**src/logic/imlb_pkg.sv**
```systemverilog
// constants shared by the interrupt mask/latch and bias config block
package imlb_pkg;
    localparam int IMLB_CLK_HZ = 20000000;
    localparam int IMLB_PULSE_MS = 2;
    localparam int IMLB_PERIOD_MS = 4;
    localparam int IMLB_PULSE_CYC = IMLB_CLK_HZ / 1000 * IMLB_PULSE_MS;
    localparam int IMLB_PERIOD_CYC = IMLB_CLK_HZ / 1000 * IMLB_PERIOD_MS;
    localparam int IMLB_CNT_W = 17;
    // register indices; byte address is four times the index
    localparam logic [7:0] IMLB_IDX_MASK = 8'h33;
    localparam logic [7:0] IMLB_IDX_LATCH = 8'h36;
    localparam logic [7:0] IMLB_IDX_TOL = 8'h3A;
    localparam logic [7:0] IMLB_IDX_BIAS = 8'h3B;
    localparam logic [7:0] IMLB_IDX_INTCFG = 8'h32;
    localparam logic [7:0] IMLB_IDX_STAT = 8'h40;
    localparam logic [7:0] IMLB_IDX_SMASK = 8'h41;
    localparam logic [7:0] IMLB_MASK_RST = 8'hFF;
    localparam logic [7:0] IMLB_LATCH_RST = 8'h00;
    localparam logic [7:0] IMLB_CFG_RST = 8'h00;
    localparam logic [7:0] IMLB_EVT_BITS = 8'hF8;
    localparam logic [7:0] IMLB_TOL_BITS = 8'hF0;
    localparam logic [7:0] IMLB_BIAS_BITS = 8'h73;
    localparam logic [7:0] IMLB_INTCFG_BITS = 8'hE4;
    localparam logic [4:0] IMLB_SMASK_RST = 5'h1F;
    localparam int IMLB_EVT_LO = 3;
    localparam int IMLB_NEVT = 5;
    localparam int IMLB_POL_BIT = 7;
    localparam int IMLB_MODE_LO = 5;
    localparam int IMLB_RDSEL_BIT = 2;
    localparam int IMLB_TOL1_LO = 6;
    localparam int IMLB_TOL2_LO = 4;
    localparam int IMLB_BIAS_LO = 4;
    localparam int IMLB_FS_LO = 0;
    localparam logic [2:0] IMLB_BIAS_GPI = 3'h7;
    typedef enum logic [1:0] {
        IMLB_MODE_LEVEL = 2'h0,
        IMLB_MODE_RSVD = 2'h1,
        IMLB_MODE_REPEAT = 2'h2,
        IMLB_MODE_ONCE = 2'h3
    } imlb_mode_t;
endpackage

```
**src/logic/imlb_top.sv**
```systemverilog
// interrupt mask, latched readback and bias/tolerance config registers
// Notes on behaviour
// - mask bits 7..3 gate five events
// - mask register resets to all ones
// - latch uses mask bit order
// - latch flags clear after being read
// - latch register resets to zero
// - two-bit tolerance fields per channel
// - bias field bits 6-4, code 7 is input
// - full-scale field bits 1-0
// - polarity bit selects pin level
// - level, repeating or single pulse modes
// - readback shows all or unmasked events
`timescale 1ns/1ps
`default_nettype none
module imlb_top
    import imlb_pkg::*;
(
    input wire logic clk_in,
    input wire logic reset_in,
    input wire logic clk_en_in,
    input wire logic [9:0] avs_address_in,
    input wire logic avs_read_in,
    input wire logic avs_write_in,
    input wire logic [31:0] avs_writedata_in,
    input wire logic [3:0] avs_byteenable_in,
    output logic [31:0] avs_readdata_out,
    output logic avs_waitrequest_out,
    input wire logic clk_err_in,
    input wire logic pll_lock_in,
    input wire logic mix_sat_in,
    input wire logic vad_up_in,
    input wire logic vad_down_in,
    output logic irq_active_low_pin_out,
    output logic irq_out,
    output logic [1:0] chan_one_tolerance_sel_out,
    output logic [1:0] chan_two_tolerance_sel_out,
    output logic [2:0] bias_source_sel_out,
    output logic bias_pin_is_input_out,
    output logic [1:0] full_scale_sel_out
);
    logic [7:0] event_mask_bits_q;
    logic [7:0] event_latch_bits_q;
    logic [7:0] tol_q;
    logic [7:0] bias_q;
    logic [7:0] intcfg_q;
    logic [4:0] stat_q;
    logic [4:0] smask_q;
    logic [4:0] ev_s1_q;
    logic [4:0] ev_s2_q;
    logic [4:0] ev_s3_q;
    logic [4:0] ev_pulse;
    logic ack_q;
    logic [31:0] rdata_q;
    logic [7:0] idx;
    logic wr_go;
    logic rd_go;
    logic [7:0] wbyte;
    logic [7:0] latch_view;
    logic pending;
    logic pin_active;
    logic [7:0] pend_bits;

    function automatic logic [7:0] evt_bits(input logic [4:0] e);
        evt_bits = {e, 3'h0};
    endfunction

    assign idx = avs_address_in[9:2];
    assign wbyte = avs_writedata_in[7:0];
    // write lands on the edge where waitrequest is seen low
    assign wr_go = clk_en_in && avs_write_in && ack_q && avs_byteenable_in[0];
    assign rd_go = clk_en_in && avs_read_in && !ack_q;
    assign avs_waitrequest_out = (avs_read_in || avs_write_in) && !ack_q;
    assign avs_readdata_out = rdata_q;

    // pins from outside pass two flops; third flop finds rising edges
    always_ff @(posedge clk_in) begin
        if (reset_in) begin
            ev_s1_q <= '0;
            ev_s2_q <= '0;
            ev_s3_q <= '0;
        end else if (clk_en_in) begin
            ev_s1_q <= {clk_err_in, pll_lock_in, mix_sat_in, vad_up_in,
                vad_down_in};
            ev_s2_q <= ev_s1_q;
            ev_s3_q <= ev_s2_q;
        end
    end
    assign ev_pulse = ev_s2_q & ~ev_s3_q;

    // one wait state, then ack for one cycle
    always_ff @(posedge clk_in) begin
        if (reset_in) begin
            ack_q <= 1'b0;
        end else if (clk_en_in) begin
            ack_q <= (avs_read_in || avs_write_in) && !ack_q;
        end
    end

    always_ff @(posedge clk_in) begin
        if (reset_in) begin
            event_mask_bits_q <= IMLB_MASK_RST;
            tol_q <= IMLB_CFG_RST;
            bias_q <= IMLB_CFG_RST;
            intcfg_q <= IMLB_CFG_RST;
            smask_q <= IMLB_SMASK_RST;
        end else if (wr_go) begin
            unique case (idx)
                IMLB_IDX_MASK: event_mask_bits_q <= wbyte;
                IMLB_IDX_TOL: tol_q <= wbyte & IMLB_TOL_BITS;
                IMLB_IDX_BIAS: bias_q <= wbyte & IMLB_BIAS_BITS;
                IMLB_IDX_INTCFG: intcfg_q <= wbyte & IMLB_INTCFG_BITS;
                IMLB_IDX_SMASK: smask_q <= wbyte[IMLB_NEVT-1:0];
                default: ;
            endcase
        end
    end

    // readback filtered by the readback select bit
    assign latch_view = intcfg_q[IMLB_RDSEL_BIT]
        ? (event_latch_bits_q & ~event_mask_bits_q & IMLB_EVT_BITS)
        : event_latch_bits_q;

    // latch: set wins over the read clear
    always_ff @(posedge clk_in) begin
        if (reset_in) begin
            event_latch_bits_q <= IMLB_LATCH_RST;
        end else if (clk_en_in) begin
            event_latch_bits_q <= ((rd_go && idx == IMLB_IDX_LATCH)
                ? 8'h00 : event_latch_bits_q)
                | (evt_bits(ev_pulse) & IMLB_EVT_BITS);
        end
    end

    // status for software, write one to clear
    always_ff @(posedge clk_in) begin
        if (reset_in) begin
            stat_q <= '0;
        end else if (clk_en_in) begin
            stat_q <= (wr_go && idx == IMLB_IDX_STAT
                ? stat_q & ~wbyte[IMLB_NEVT-1:0] : stat_q) | ev_pulse;
        end
    end

    always_ff @(posedge clk_in) begin
        if (reset_in) begin
            rdata_q <= '0;
        end else if (rd_go) begin
            rdata_q <= '0;
            unique case (idx)
                IMLB_IDX_MASK: rdata_q[7:0] <= event_mask_bits_q;
                IMLB_IDX_LATCH: rdata_q[7:0] <= latch_view;
                IMLB_IDX_TOL: rdata_q[7:0] <= tol_q;
                IMLB_IDX_BIAS: rdata_q[7:0] <= bias_q;
                IMLB_IDX_INTCFG: rdata_q[7:0] <= intcfg_q;
                IMLB_IDX_STAT: rdata_q[4:0] <= stat_q;
                IMLB_IDX_SMASK: rdata_q[4:0] <= smask_q;
                default: ;
            endcase
        end
    end

    assign pend_bits = event_latch_bits_q & ~event_mask_bits_q
        & IMLB_EVT_BITS;
    assign pending = |pend_bits;

    imlb_pulse_gen u_pulse (
        .clk_in(clk_in),
        .reset_in(reset_in),
        .enable_in(clk_en_in),
        .mode_in(intcfg_q[IMLB_MODE_LO+1:IMLB_MODE_LO]),
        .pending_in(pending),
        .new_event_in(|(evt_bits(ev_pulse) & ~event_mask_bits_q)),
        .active_out(pin_active)
    );

    // polarity 0: active low
    assign irq_active_low_pin_out = intcfg_q[IMLB_POL_BIT]
        ? pin_active : !pin_active;
    assign irq_out = |(stat_q & ~smask_q);

    assign chan_one_tolerance_sel_out = tol_q[IMLB_TOL1_LO+1:IMLB_TOL1_LO];
    assign chan_two_tolerance_sel_out = tol_q[IMLB_TOL2_LO+1:IMLB_TOL2_LO];
    assign bias_source_sel_out = bias_q[IMLB_BIAS_LO+2:IMLB_BIAS_LO];
    assign bias_pin_is_input_out = bias_source_sel_out == IMLB_BIAS_GPI;
    assign full_scale_sel_out = bias_q[IMLB_FS_LO+1:IMLB_FS_LO];

    property p_mask_reset;
        @(posedge clk_in) $fell(reset_in) |-> event_mask_bits_q == IMLB_MASK_RST;
    endproperty
    a_mask_reset: assert property (p_mask_reset)
        else $error("mask not all ones after reset");

    property p_latch_reset;
        @(posedge clk_in) reset_in |=> event_latch_bits_q == IMLB_LATCH_RST;
    endproperty
    a_latch_reset: assert property (p_latch_reset)
        else $error("latch not zero after reset");

    property p_latch_rsvd;
        @(posedge clk_in) disable iff (reset_in) event_latch_bits_q[2:0] == 3'h0;
    endproperty
    a_latch_rsvd: assert property (p_latch_rsvd)
        else $error("reserved latch bits set");

    property p_read_clear;
        @(posedge clk_in) disable iff (reset_in)
            rd_go && idx == IMLB_IDX_LATCH && ev_pulse == 5'h0
            |=> event_latch_bits_q == 8'h00;
    endproperty
    a_read_clear: assert property (p_read_clear)
        else $error("latch not cleared by read");

    property p_event_sets;
        @(posedge clk_in) disable iff (reset_in)
            clk_en_in && ev_pulse[4] |=> event_latch_bits_q[7];
    endproperty
    a_event_sets: assert property (p_event_sets)
        else $error("event did not latch");

    property p_masked_level;
        @(posedge clk_in) disable iff (reset_in)
            intcfg_q[6:5] == 2'h0 && (event_latch_bits_q & ~event_mask_bits_q
            & IMLB_EVT_BITS) == 8'h00 |-> !pin_active;
    endproperty
    a_masked_level: assert property (p_masked_level)
        else $error("masked event reached pin");

    property p_polarity;
        @(posedge clk_in) disable iff (reset_in)
            irq_active_low_pin_out == (intcfg_q[7] ~^ pin_active);
    endproperty
    a_polarity: assert property (p_polarity)
        else $error("pin polarity wrong");

    property p_bias_gpi;
        @(posedge clk_in) disable iff (reset_in)
            bias_q[6:4] == 3'h7 |-> bias_pin_is_input_out;
    endproperty
    a_bias_gpi: assert property (p_bias_gpi)
        else $error("bias code 7 not input");

    property p_readback_masked;
        @(posedge clk_in) disable iff (reset_in)
            intcfg_q[2] |-> (latch_view & event_mask_bits_q) == 8'h00;
    endproperty
    a_readback_masked: assert property (p_readback_masked)
        else $error("masked event visible in readback");
endmodule
`default_nettype wire

```
**src/logic/imlb_pulse_gen.sv**
```systemverilog
// pulse shaper for the interrupt pin in timed modes
`timescale 1ns/1ps
`default_nettype none
module imlb_pulse_gen
    import imlb_pkg::*;
(
    input wire logic clk_in,
    input wire logic reset_in,
    input wire logic enable_in,
    input wire logic [1:0] mode_in,
    input wire logic pending_in,
    input wire logic new_event_in,
    output logic active_out
);
    logic [IMLB_CNT_W-1:0] cnt_q;
    logic running_q;
    imlb_mode_t mode;
    assign mode = imlb_mode_t'(mode_in);

    always_ff @(posedge clk_in) begin
        if (reset_in) begin
            cnt_q <= '0;
            running_q <= 1'b0;
        end else if (enable_in) begin
            if (mode == IMLB_MODE_ONCE) begin
                if (new_event_in) begin
                    running_q <= 1'b1;
                    cnt_q <= '0;
                end else if (running_q) begin
                    if (cnt_q == IMLB_CNT_W'(IMLB_PULSE_CYC - 1)) begin
                        running_q <= 1'b0;
                    end
                    cnt_q <= cnt_q + 1'b1;
                end
            end else if (mode == IMLB_MODE_REPEAT && pending_in) begin
                running_q <= 1'b1;
                if (cnt_q == IMLB_CNT_W'(IMLB_PERIOD_CYC - 1)) begin
                    cnt_q <= '0;
                end else begin
                    cnt_q <= cnt_q + 1'b1;
                end
            end else begin
                running_q <= 1'b0;
                cnt_q <= '0;
            end
        end
    end

    always_comb begin
        unique case (mode)
            IMLB_MODE_LEVEL: active_out = pending_in;
            IMLB_MODE_RSVD: active_out = 1'b0;
            IMLB_MODE_REPEAT: active_out = pending_in && running_q
                && cnt_q < IMLB_CNT_W'(IMLB_PULSE_CYC);
            IMLB_MODE_ONCE: active_out = running_q;
        endcase
    end
endmodule
`default_nettype wire

```
**config.mk**
```make
export PLATFORM = sky130hd
export DESIGN_NAME = imlb_top
export DESIGN_NICKNAME = d
export VERILOG_FILES = /design/src/logic/imlb_pkg.sv /design/src/logic/imlb_top.sv /design/src/logic/imlb_pulse_gen.sv
export SDC_FILE = /design/constraint.sdc
export NUM_CORES = 1
export LEC_CHECK = 0
export BUFFER_PORTS_ARGS = -buffer_cell sky130_fd_sc_hd__buf_2
export CAP_MARGIN = 5
export CORE_MARGIN = 2
export CORE_UTILIZATION = 55
export CTS_CLUSTER_DIAMETER = 60
export DETAILED_ROUTE_END_ITERATION = 16
export PLACE_DENSITY = 0.82
export SYNTH_ARGS = -nofsm -noshare
export SYNTH_HDL_FRONTEND = slang
export SYNTH_SLANG_ARGS = --single-unit
export TNS_END_PERCENT = 30
```
**constraint.sdc**
```tcl
create_clock -name clk_in -period 3.48 [get_ports clk_in]
set_input_delay 0 -clock clk_in [delete_from_list [all_inputs] [get_ports clk_in]]
set_output_delay 0 -clock clk_in [all_outputs]
set_load 0.02 [all_outputs]
```
==> impl_metrics.csv, run 1 <==
group,metric,value,unit
placed_design,gp_congestion,0.8857,
global_route,grt_antenna_before_repair,0,
final_layout,fillers,609,
route,post_drt_via_cell_ratio,5.628,
worst_setup_path,crit_required,3.74,ns
clocking,clk_latency,0.36,ns
power,pwr-share-clk,40.4,%
worst_setup_path,cp_slowest_cell,"or3b_1",
yosys,synth_edf_count,0,
final_layout,fin_cells,615,
placed_design,dp_hpwl,6285,µm
yosys,syn_area,0.004020,mm²
final_layout,final_net_count,570,
final_layout,multiInputGateArea,0.002186,mm²
power,combPwrFrac,8.1,%
final_layout,syn2layout_area_growth,13.01,%
final_layout,diodes,0,
global_route,grt_usage,23.06,%
global_route,grt_overflow_total,0,
timing,rsz0062_at_grt,"no",
global_route,top_usage_layer,"met2",
worst_setup_path,path_cells,"or3b_1 -> nor3b_1 -> buf_4 -> a21o_2 -> or3_1 -> a211oi_1",
timing,final_max_slew_viol_count,0,
clocking,post-cts-setup-buffers,0,
outcome,status,"finished clean",
timing,tns,0,ns
yosys,async_flop_share,0,%
yosys,synth_area_leader_cell,"dfxtp_1",
global_route,grt_max_degree,41,
route,firstDrtPassIters,6,
power,seqPwrFrac,51.5,%
clocking,cts.path.max_buffers,2,
die,start_util,56.02,%
clocking,cts_resized,0,
timing,finalCritPeriodShare,60.01,%
die,io_pins,101,
route,num_vias,3461,
clocking,cts_max_level,3,
route,wl_per_cell,14.39,µm
yosys,synth.top_cell.area_share,38.84,%
yosys,yosys_warnings,0,
clocking,root_buffer,"clkbuf_8",
worst_setup_path,arrival,2.35,ns
clocking,cts_buffers,9,
power,swShare,23.82,%
die,die-width,89.50,µm
timing,worst_pin_slew,0.7463,ns
hold_path,hold_depth,5,
die,fp-row-count,31,
die,fp.dieH,89.50,µm
timing,finalSetupViolations,0,
power,leakage,1.810,nW
yosys,synth_ff_type,"dfxtp_1",
route,drt_iter0_drc,262,
final_layout,drive_gt1_share,15.50,%
placed_design,dp.cells,588,
timing,relSlewSlack,50.25,%
route,drc,0,
placed_design,port_buffers,47,
worst_setup_path,cp-end-kind,"flop",
yosys,ys_seq_elements,78,
worst_setup_path,ff2ff_path_depth,6,
timing,skew,0.01006,ns
worst_setup_path,max_stage_delay,0.44,ns
timing,min_period,2.088,ns
power,p_per_area,390.2,mW/mm²
worst_setup_path,start_kind,"flop",
power,ir_worst_vdd,294.9,µV
clocking,cts.sinks,78,
clocking,clk_pin_slew,0.08,ns
yosys,synth-seq-area-share,38.84,%
global_route,grt_first_pass_wirelength,14170,µm
power,power.switching,422.4,µW
global_route,grt_util_met1,32.46,%
route,antenna_left,0,
yosys,ys_top_cells_by_area,"dfxtp_1 39%, mux2i_1 9.2%, buf_4 4.5%, nor2_1 4.4%, nand2_1 4.3%",
global_route,grtUsageMet2,34.95,%
power,internal-power,1.351,mW
worst_setup_path,crit_fanout,11,
flow_run,cap_violations,0,
yosys,synth_cell_types,61,
worst_setup_path,critPathKind,"flop to flop",
route,wl,8850,µm
clocking,tritoncts,"done",
final_layout,seqCellArea,0.001562,mm²
global_route,met3_usage,3.601,%
yosys,netlist_instances,463,
yosys,syn_avg_cell_area,8.683,µm²
die,dieArea,0.008009,mm²
die,core_area,0.007176,mm²
hold_path,hold_path_class,"input port to flop",
timing,timing.final.hold_violations,0,
global_route,first_global_vias,2948,
timing,max_freq,478.9,MHz
final cells by class:
type	count	share of cell area, %
multi-input combinational	341	48.11
sequential	78	34.37
timing repair buffer	65	8.868
clock buffer	10	2.809
tap	99	2.727
clock inverter	4	1.625
inverter	18	1.487
worst paths after layout:
check | end | slack [ns] | from
max | u_pulse.cnt_q[5] | 1.39 | event_mask_bits_q[4]
min | ack_q | 0.08 | avs_read_in
max reg2reg | u_pulse.cnt_q[5] | 1.39 | event_mask_bits_q[4]
min reg2reg | event_mask_bits_q[1] | 0.47 | event_mask_bits_q[1]
through the flow:
step | hold WS, ns | util [%] | setup slack (ns) | instance area (µm²) | power, mW
5_1_grt | 0.1618 | 63.31 | 1.305 | 4543 | 1.836
3_5_place_dp | 0.2440 | 58.69 | 1.452 | 4212 | 1.063
4_1_cts | 0.07247 | 63.31 | 1.432 | 4543 | 1.779
3_3_place_gp | 0.2338 | 58.69 | 1.503 | 4212 | 1.061
2_1_floorplan | 0.1439 | - | 1.667 | 4106 | 1.044
6_report | 0.07675 | 63.31 | 1.392 | 4543 | 1.773
logic make-up after synthesis:
family          after synthesis  share of synthesized area (%)
xor+xnor                      9                          1.961
buf+inv                      67                          8.932
simple gates                187                          25.15
compound gates               83                          15.50
flops                        78                          38.84
other cells                   1                        0.09328
fa+ha+maj                     1                         0.3112
mux                          37                          9.213
layout by cell type, fill, tap and decap left out, types with 5 or more instances in the layout:
cell           instances
mux2i_1               37
nand2_1               46
or3_1                  5
and3_1                 5
buf_4                  5
nor3_1                 8
a211o_1               10
dfxtp_1               78
conb_1                24
a21oi_1               22
nor2_1                47
clkbuf_8               9
a22o_1                 5
xnor2_1                8
a211oi_1               7
nand3b_1              12
inv_1                 18
dlygate4sd3_1         13
nand3_1               15
buf_2                 47
nor3b_1                5
and4_1                 7
o21ai_0               11
nand4_1               10
worst max-delay path: cells and delay by family, from the launching register on:
| family | cells | cell delay, ns |
|---|---|---|
| AOI/OAI and AO/OA | 2 | 0.50 |
| buffers and inverters | 1 | 0.20 |
| DFF | 1 | 0.37 |
| and+or+nand+nor | 3 | 0.92 |
power by group through the flow:
stage	registers [mW]	clock network (mW)	logic [mW]
5_1_grt	0.915	0.765	0.157
6_report	0.913	0.717	0.143
2_1_floorplan	0.934	0	0.110
3_3_place_gp	0.933	0	0.127
3_5_place_dp	0.934	0	0.129
4_1_cts	0.913	0.724	0.141
what timing repair did:
item,4_1_cts,5_1_grt
hold endpoints to repair,25,0
hold buffers,13,0
endpoints found under the setup margin,0,0
cells in the mapped netlist (3+ instances only):
cell      count
dfxtp_1      78
nor2_1       47
nand2_1      46
mux2i_1      37
buf_4        24
a21oi_1      22
inv_1        18
clkbuf_1     15
nand3_1      15
nand3b_1     12
o21ai_0      11
a211o_1      10
nand4_1      10
buf_2         8
nor3_1        8
xnor2_1       8
a211oi_1      7
and4_1        7
a22o_1        5
and3_1        5
nor3b_1       5
or3_1         5
nor2b_1       4
o211ai_1      4
nor4_1        3
nor4b_1       3
flip-flops by register name (all words and copies together), names as in the netlist, 4 cells and up:
name                count
event_mask_bits_q       8
ev_s1_q                 5
event_latch_bits_q      5
intcfg_q                4
avs_readdata_out        8
ev_s2_q                 5
ev_s3_q                 5
smask_q                 5
tol_q                   4
stat_q                  5
bias_q                  5
u_pulse.cnt_q          17
metal layers:
layer / part of all wire (%) / vias to the layer above
met2: 45 / 127
met3: 5.1 / 14
met1: 48 / 1606
met4: 1.9 / 0
met5: 0 / -
li1: - / 1714
Power figures use the tool's default switching activity.
==> inputs of run 2 (changes only) <==
Settings changed: CORE_UTILIZATION 55 to 48, PLACE_DENSITY 0.82 to 0.76.
Clock period 3.48 ns to 1.9 ns, I/O delays scaled along.
==> impl_metrics.csv, run 2 (same netlist as run 1, synthesis figures left out) <==
group,metric,value,unit
timing,worst_slack,-0.04452,ns
global_route,grt_first_pass_wirelength,16110,µm
clocking,root_buffer,"clkbuf_8",
timing,rsz0062_at_grt,"yes",
power,pwr-share-clk,41.3,%
placed_design,port_buffers,47,
die,core_area,0.008175,mm²
worst_setup_path,regToRegStartpoint,"u_pulse.cnt_q[0]",
hold_path,min_from,"avs_write_in",
clocking,cts_buffers,9,
final_layout,mostFrequentLayoutCells,"69 x dfxtp_1, 47 x nor2_1, 47 x buf_2",
global_route,grt_max_degree,28,
final_layout,final_net_count,599,
hold_path,hold_depth,5,
placed_design,dp_hpwl,7026,µm
route,drt_iter0_drc,264,
global_route,grt_antenna_before_repair,0,
die,dieArea,0.009123,mm²
timing,min_period,1.945,ns
route,wl,9964,µm
final_layout,largest_reg_flops,17,
timing,skew,0.01534,ns
power,swShare,25.15,%
timing,relSlewSlack,60.96,%
final_layout,final_common_cell,"dfxtp_1",
worst_setup_path,r2r_end,"u_pulse.cnt_q[16]",
power,power.switching,838.1,µW
global_route,first_global_vias,3265,
final_layout,largest_register,"u_pulse.cnt_q",
worst_setup_path,critPathKind,"flop to output pin",
die,start_util,49.17,%
clocking,cts.path.max_buffers,2,
route,num_vias,3670,
die,io_pins,101,
timing,worst_pin_slew,0.5856,ns
worst_setup_path,cp-end-kind,"output pin",
final_layout,fillers,701,
final_layout,drive_gt1_share,23.44,%
flow_run,cap_violations,0,
power,seqPwrFrac,50.2,%
final_layout,diodes,0,
clocking,cts.sinks,78,
power,combPwrFrac,8.6,%
clocking,tritoncts,"done",
global_route,grt_usage,22.69,%
power,p_per_area,685.1,mW/mm²
placed_design,dp.cells,622,
timing,max_freq,514.3,MHz
die,fp-row-count,33,
worst_setup_path,crit_fanout,2,
worst_setup_path,r2r_setup_slack,0.05,ns
placed_design,gp_congestion,0.9620,
clocking,cts_max_level,3,
clocking,clk_pin_slew,0.08,ns
final_layout,syn2layout_area_growth,20.98,%
die,die-width,95.52,µm
hold_path,min_to,"ack_q",
worst_setup_path,crit_required,1.90,ns
die,fp.dieH,95.52,µm
worst_setup_path,arrival,1.94,ns
route,antenna_left,0,
hold_path,hold_path_class,"input port to flop",
timing,final_max_slew_viol_count,0,
route,wl_per_cell,15.31,µm
outcome,status,"finished with violations",
clocking,clk_latency,0.37,ns
route,post_drt_via_cell_ratio,5.637,
global_route,grt_overflow_total,0,
timing,timing.final.hold_violations,0,
timing,finalCritPeriodShare,102.3,%
final_layout,fin_cells,651,
outcome,violations,"negative setup slack",
worst_setup_path,start_kind,"flop",
power,ir_worst_vdd,378.8,µV
route,firstDrtPassIters,7,
worst_setup_path,ff2ff_path_depth,6,
route,drc,0,
power,internal-power,2.494,mW
timing,finalSetupViolations,1,
power,leakage,1.971,nW
timing,whs,0.08039,ns
[run 2: power by group through the flow]
stage | Sequential [mW] | Clock (mW) | Combinational (mW)
after floorplan | 1.71 | 0 | 0.201
after global placement | 1.71 | 0 | 0.251
final | 1.67 | 1.38 | 0.285
after detailed placement | 1.71 | 0 | 0.255
after CTS | 1.67 | 1.39 | 0.277
after global routing | 1.68 | 1.47 | 0.311
[run 2: cell type report]
| type | instances | area [µm²] | share of cell area (%) |
|---|---|---|---|
| multi-input cells | 341 | 2241 | 46.08 |
| flip-flops and latches | 78 | 1573 | 32.34 |
| repair buffers | 94 | 640.6 | 13.17 |
| well taps | 105 | 131.4 | 2.701 |
| clock buffers | 9 | 123.9 | 2.547 |
| clock inverters | 6 | 86.33 | 1.775 |
| inverters | 18 | 67.56 | 1.389 |
[run 2: worst max path at each step]
stage	start	endpoint	depth (start not counted)
2_1_floorplan	u_pulse.cnt_q[0]	u_pulse.cnt_q[2]	7
3_3_place_gp	ev_s2_q[1]	u_pulse.cnt_q[6]	6
3_5_place_dp	ev_s2_q[1]	u_pulse.cnt_q[6]	6
4_1_cts	event_mask_bits_q[4]	irq_active_low_pin_out	7
5_1_grt	event_mask_bits_q[4]	irq_active_low_pin_out	7
6_report	event_mask_bits_q[4]	irq_active_low_pin_out	7
[run 2: stage by stage]
| step | cell area [µm²] | worst slack, ns | utilization (%) | setup TNS [ns] | total power, mW |
|---|---|---|---|---|---|
| floorplan | 4106 | 0.08723 | - | 0 | 1.912 |
| global placement | 4442 | 0.04127 | 54.33 | 0 | 1.960 |
| detailed placement | 4442 | -0.02467 | 54.33 | -0.02467 | 1.966 |
| CTS | 4802 | -0.06114 | 58.74 | -0.1289 | 3.339 |
| global route | 4863 | -0.08877 | 59.49 | -0.4414 | 3.458 |
| finish | 4863 | -0.04452 | 59.49 | -0.04452 | 3.332 |
[run 2: what timing repair did]
item / CTS / global route
gates resized for setup: 10 / 15
hold buffers: 13 / 0
pin swaps: 5 / 6
hold endpoints to repair: 27 / 0
setup endpoints to repair: 3 / 17
gates cloned: 0 / 1
buffers inserted: 1 / 1
[run 2: worst max-delay path: stages, from the launching register on]
cell,delay (ns)
dfxtp_2,0.34
buf_6,0.09
inv_2,0.02
a222oi_1,0.40
a221oi_1,0.15
a31oi_1,0.19
xor2_1,0.22
buf_4,0.18
[run 2: metal layers]
| layer | track usage, % | part of all wire [%] | wire (µm) |
|---|---|---|---|
| met5 | 0 | 0 | 0 |
| met2 | 32.98 | 45 | 4468 |
| met1 | 32.62 | 47 | 4643 |
| met4 | 9.643 | 1.9 | 193 |
| met3 | 4.427 | 6.6 | 659 |
==> inputs of run 3 (changes only) <==
Settings changed: SKIP_LAST_GASP from default to 1.
==> impl_metrics.csv, run 3 (same netlist as run 1, synthesis figures left out) <==
group,metric,value,unit
route,antenna_left,0,
route,num_vias,3656,
die,start_util,49.17,%
worst_setup_path,crit_required,1.90,ns
die,die-width,95.52,µm
worst_setup_path,crit_fanout,4,
power,swShare,24.91,%
timing,skew,0.01315,ns
final_layout,diodes,0,
die,io_pins,101,
outcome,violations,"negative setup slack",
placed_design,gp_congestion,0.9620,
clocking,cts_max_level,3,
clocking,tritoncts,"done",
route,wl,9816,µm
worst_setup_path,arrival,1.95,ns
final_layout,multiInputGateArea,0.002220,mm²
power,p_per_area,687.1,mW/mm²
placed_design,pre_cts_ws,-0.02467,ns
route,firstDrtPassIters,4,
timing,relSlewSlack,62.16,%
final_layout,seqCellArea,0.001568,mm²
timing,min_period,1.953,ns
power,internal-power,2.494,mW
power,seqPwrFrac,50.3,%
global_route,grt_max_degree,28,
final_layout,finalCoreUtilization,59.12,%
die,core_area,0.008175,mm²
timing,worst_pin_slew,0.5676,ns
clocking,clk_pin_slew,0.08,ns
outcome,status,"finished with violations",
hold_path,hold_depth,5,
power,leakage,1.965,nW
worst_setup_path,r2r_setup_slack,0.03,ns
final_layout,final_net_count,599,
route,drt_iter0_drc,262,
final_layout,drive_gt1_share,22.16,%
timing,finalCritPeriodShare,102.8,%
timing,final_max_slew_viol_count,0,
global_route,grt_first_pass_wirelength,16110,µm
timing,worst_slack,-0.05261,ns
die,fp-row-count,33,
final_layout,mostFrequentLayoutCells,"73 x dfxtp_1, 47 x nor2_1, 47 x buf_2",
power,power.switching,827.4,µW
timing,timing.final.hold_violations,0,
route,wl_per_cell,15.08,µm
clocking,clk_latency,0.36,ns
clocking,cts_buffers,9,
global_route,grt_antenna_before_repair,0,
final_layout,largest_reg_flops,17,
die,dieArea,0.009123,mm²
route,drc,0,
power,ir_worst_vdd,373.9,µV
worst_setup_path,ff2ff_path_depth,5,
power,pwr-share-clk,41.1,%
placed_design,dp_hpwl,7026,µm
worst_setup_path,critPathKind,"flop to output pin",
final_layout,fillers,706,
power,combPwrFrac,8.5,%
clocking,cts.sinks,78,
clocking,cts.path.max_buffers,2,
timing,max_freq,512.1,MHz
timing,finalSetupViolations,1,
final_layout,final_common_cell,"dfxtp_1",
flow_run,cap_violations,0,
route,post_drt_via_cell_ratio,5.616,
worst_setup_path,cp-end-kind,"output pin",
power,power,3.321,mW
placed_design,port_buffers,47,
global_route,first_global_vias,3265,
global_route,grt_usage,22.69,%
clocking,root_buffer,"clkbuf_8",
final_layout,largest_register,"u_pulse.cnt_q",
die,fp.dieH,95.52,µm
hold_path,hold_path_class,"input port to flop",
final_layout,syn2layout_area_growth,20.23,%
timing,rsz0062_at_grt,"yes",
global_route,grt_overflow_total,0,
worst_setup_path,start_kind,"flop",
## run 3: cell counts in the layout (fill, tap and decap cells not counted)
No cell type changed its count.
## run 3: layout make-up
type	count	share of cell area, %
multi-input cells	341	45.92
well taps	105	2.718
clock buffers	9	2.563
repair buffers	94	13.18
flip-flops and latches	78	32.44
inverters	18	1.398
clock inverters	6	1.786
## run 3: what timing repair did
item,CTS,global route
resized for setup,10,6
buffers inserted,1,1
hold endpoints to repair,27,0
cloned,0,1
hold buffers,13,0
pin swaps,5,3
setup endpoints to repair,3,17
## run 3: worst max-delay path, cell delays in order (launching register included)
cell	delay (ns)
dfxtp_2	0.37
buf_4	0.13
inv_1	0.04
a222oi_1	0.32
a221oi_1	0.15
a31oi_1	0.19
xor2_1	0.22
buf_4	0.18
## run 3: path summary, 6_finish.rpt
| kind | end | start |
|---|---|---|
| setup / recovery | irq_active_low_pin_out | event_mask_bits_q[6] |
| hold / removal | ack_q | avs_write_in |
| setup reg to reg | u_pulse.cnt_q[12] | ev_s2_q[0] |
| hold reg to reg | event_mask_bits_q[0] | event_mask_bits_q[0] |
## run 3: power by group through the flow
stage / logic, mW / clock network, mW / registers, mW
3_5_place_dp: 0.255 / 0 / 1.71
4_1_cts: 0.277 / 1.39 / 1.67
6_report: 0.284 / 1.37 / 1.67
5_1_grt: 0.311 / 1.47 / 1.68
2_1_floorplan: 0.201 / 0 / 1.71
3_3_place_gp: 0.251 / 0 / 1.71
## run 3: per-layer routing
metal	vias to the layer above	global-route usage, %	wire, µm	share of wire (%)
li1	1776	-	-	-
met1	1733	32.62	4692	48
met2	127	32.98	4350	44
met3	20	4.427	588	6.0
met4	0	9.643	185	1.9
met5	-	0	0	0
## run 3: stage by stage
| stage | setup TNS (ns) | instance area [µm²] | std cells | hold WS (ns) |
|---|---|---|---|---|
| finish | -0.05261 | 4833 | 651 | 0.08620 |
| global route | -0.9118 | 4833 | 651 | 0.1274 |
| CTS | -0.1289 | 4802 | 649 | 0.08574 |
| detailed placement | -0.02467 | 4442 | 622 | 0.2431 |
| global placement | 0 | 4442 | 622 | 0.2330 |
| floorplan | 0 | 4106 | 486 | 0.1439 |
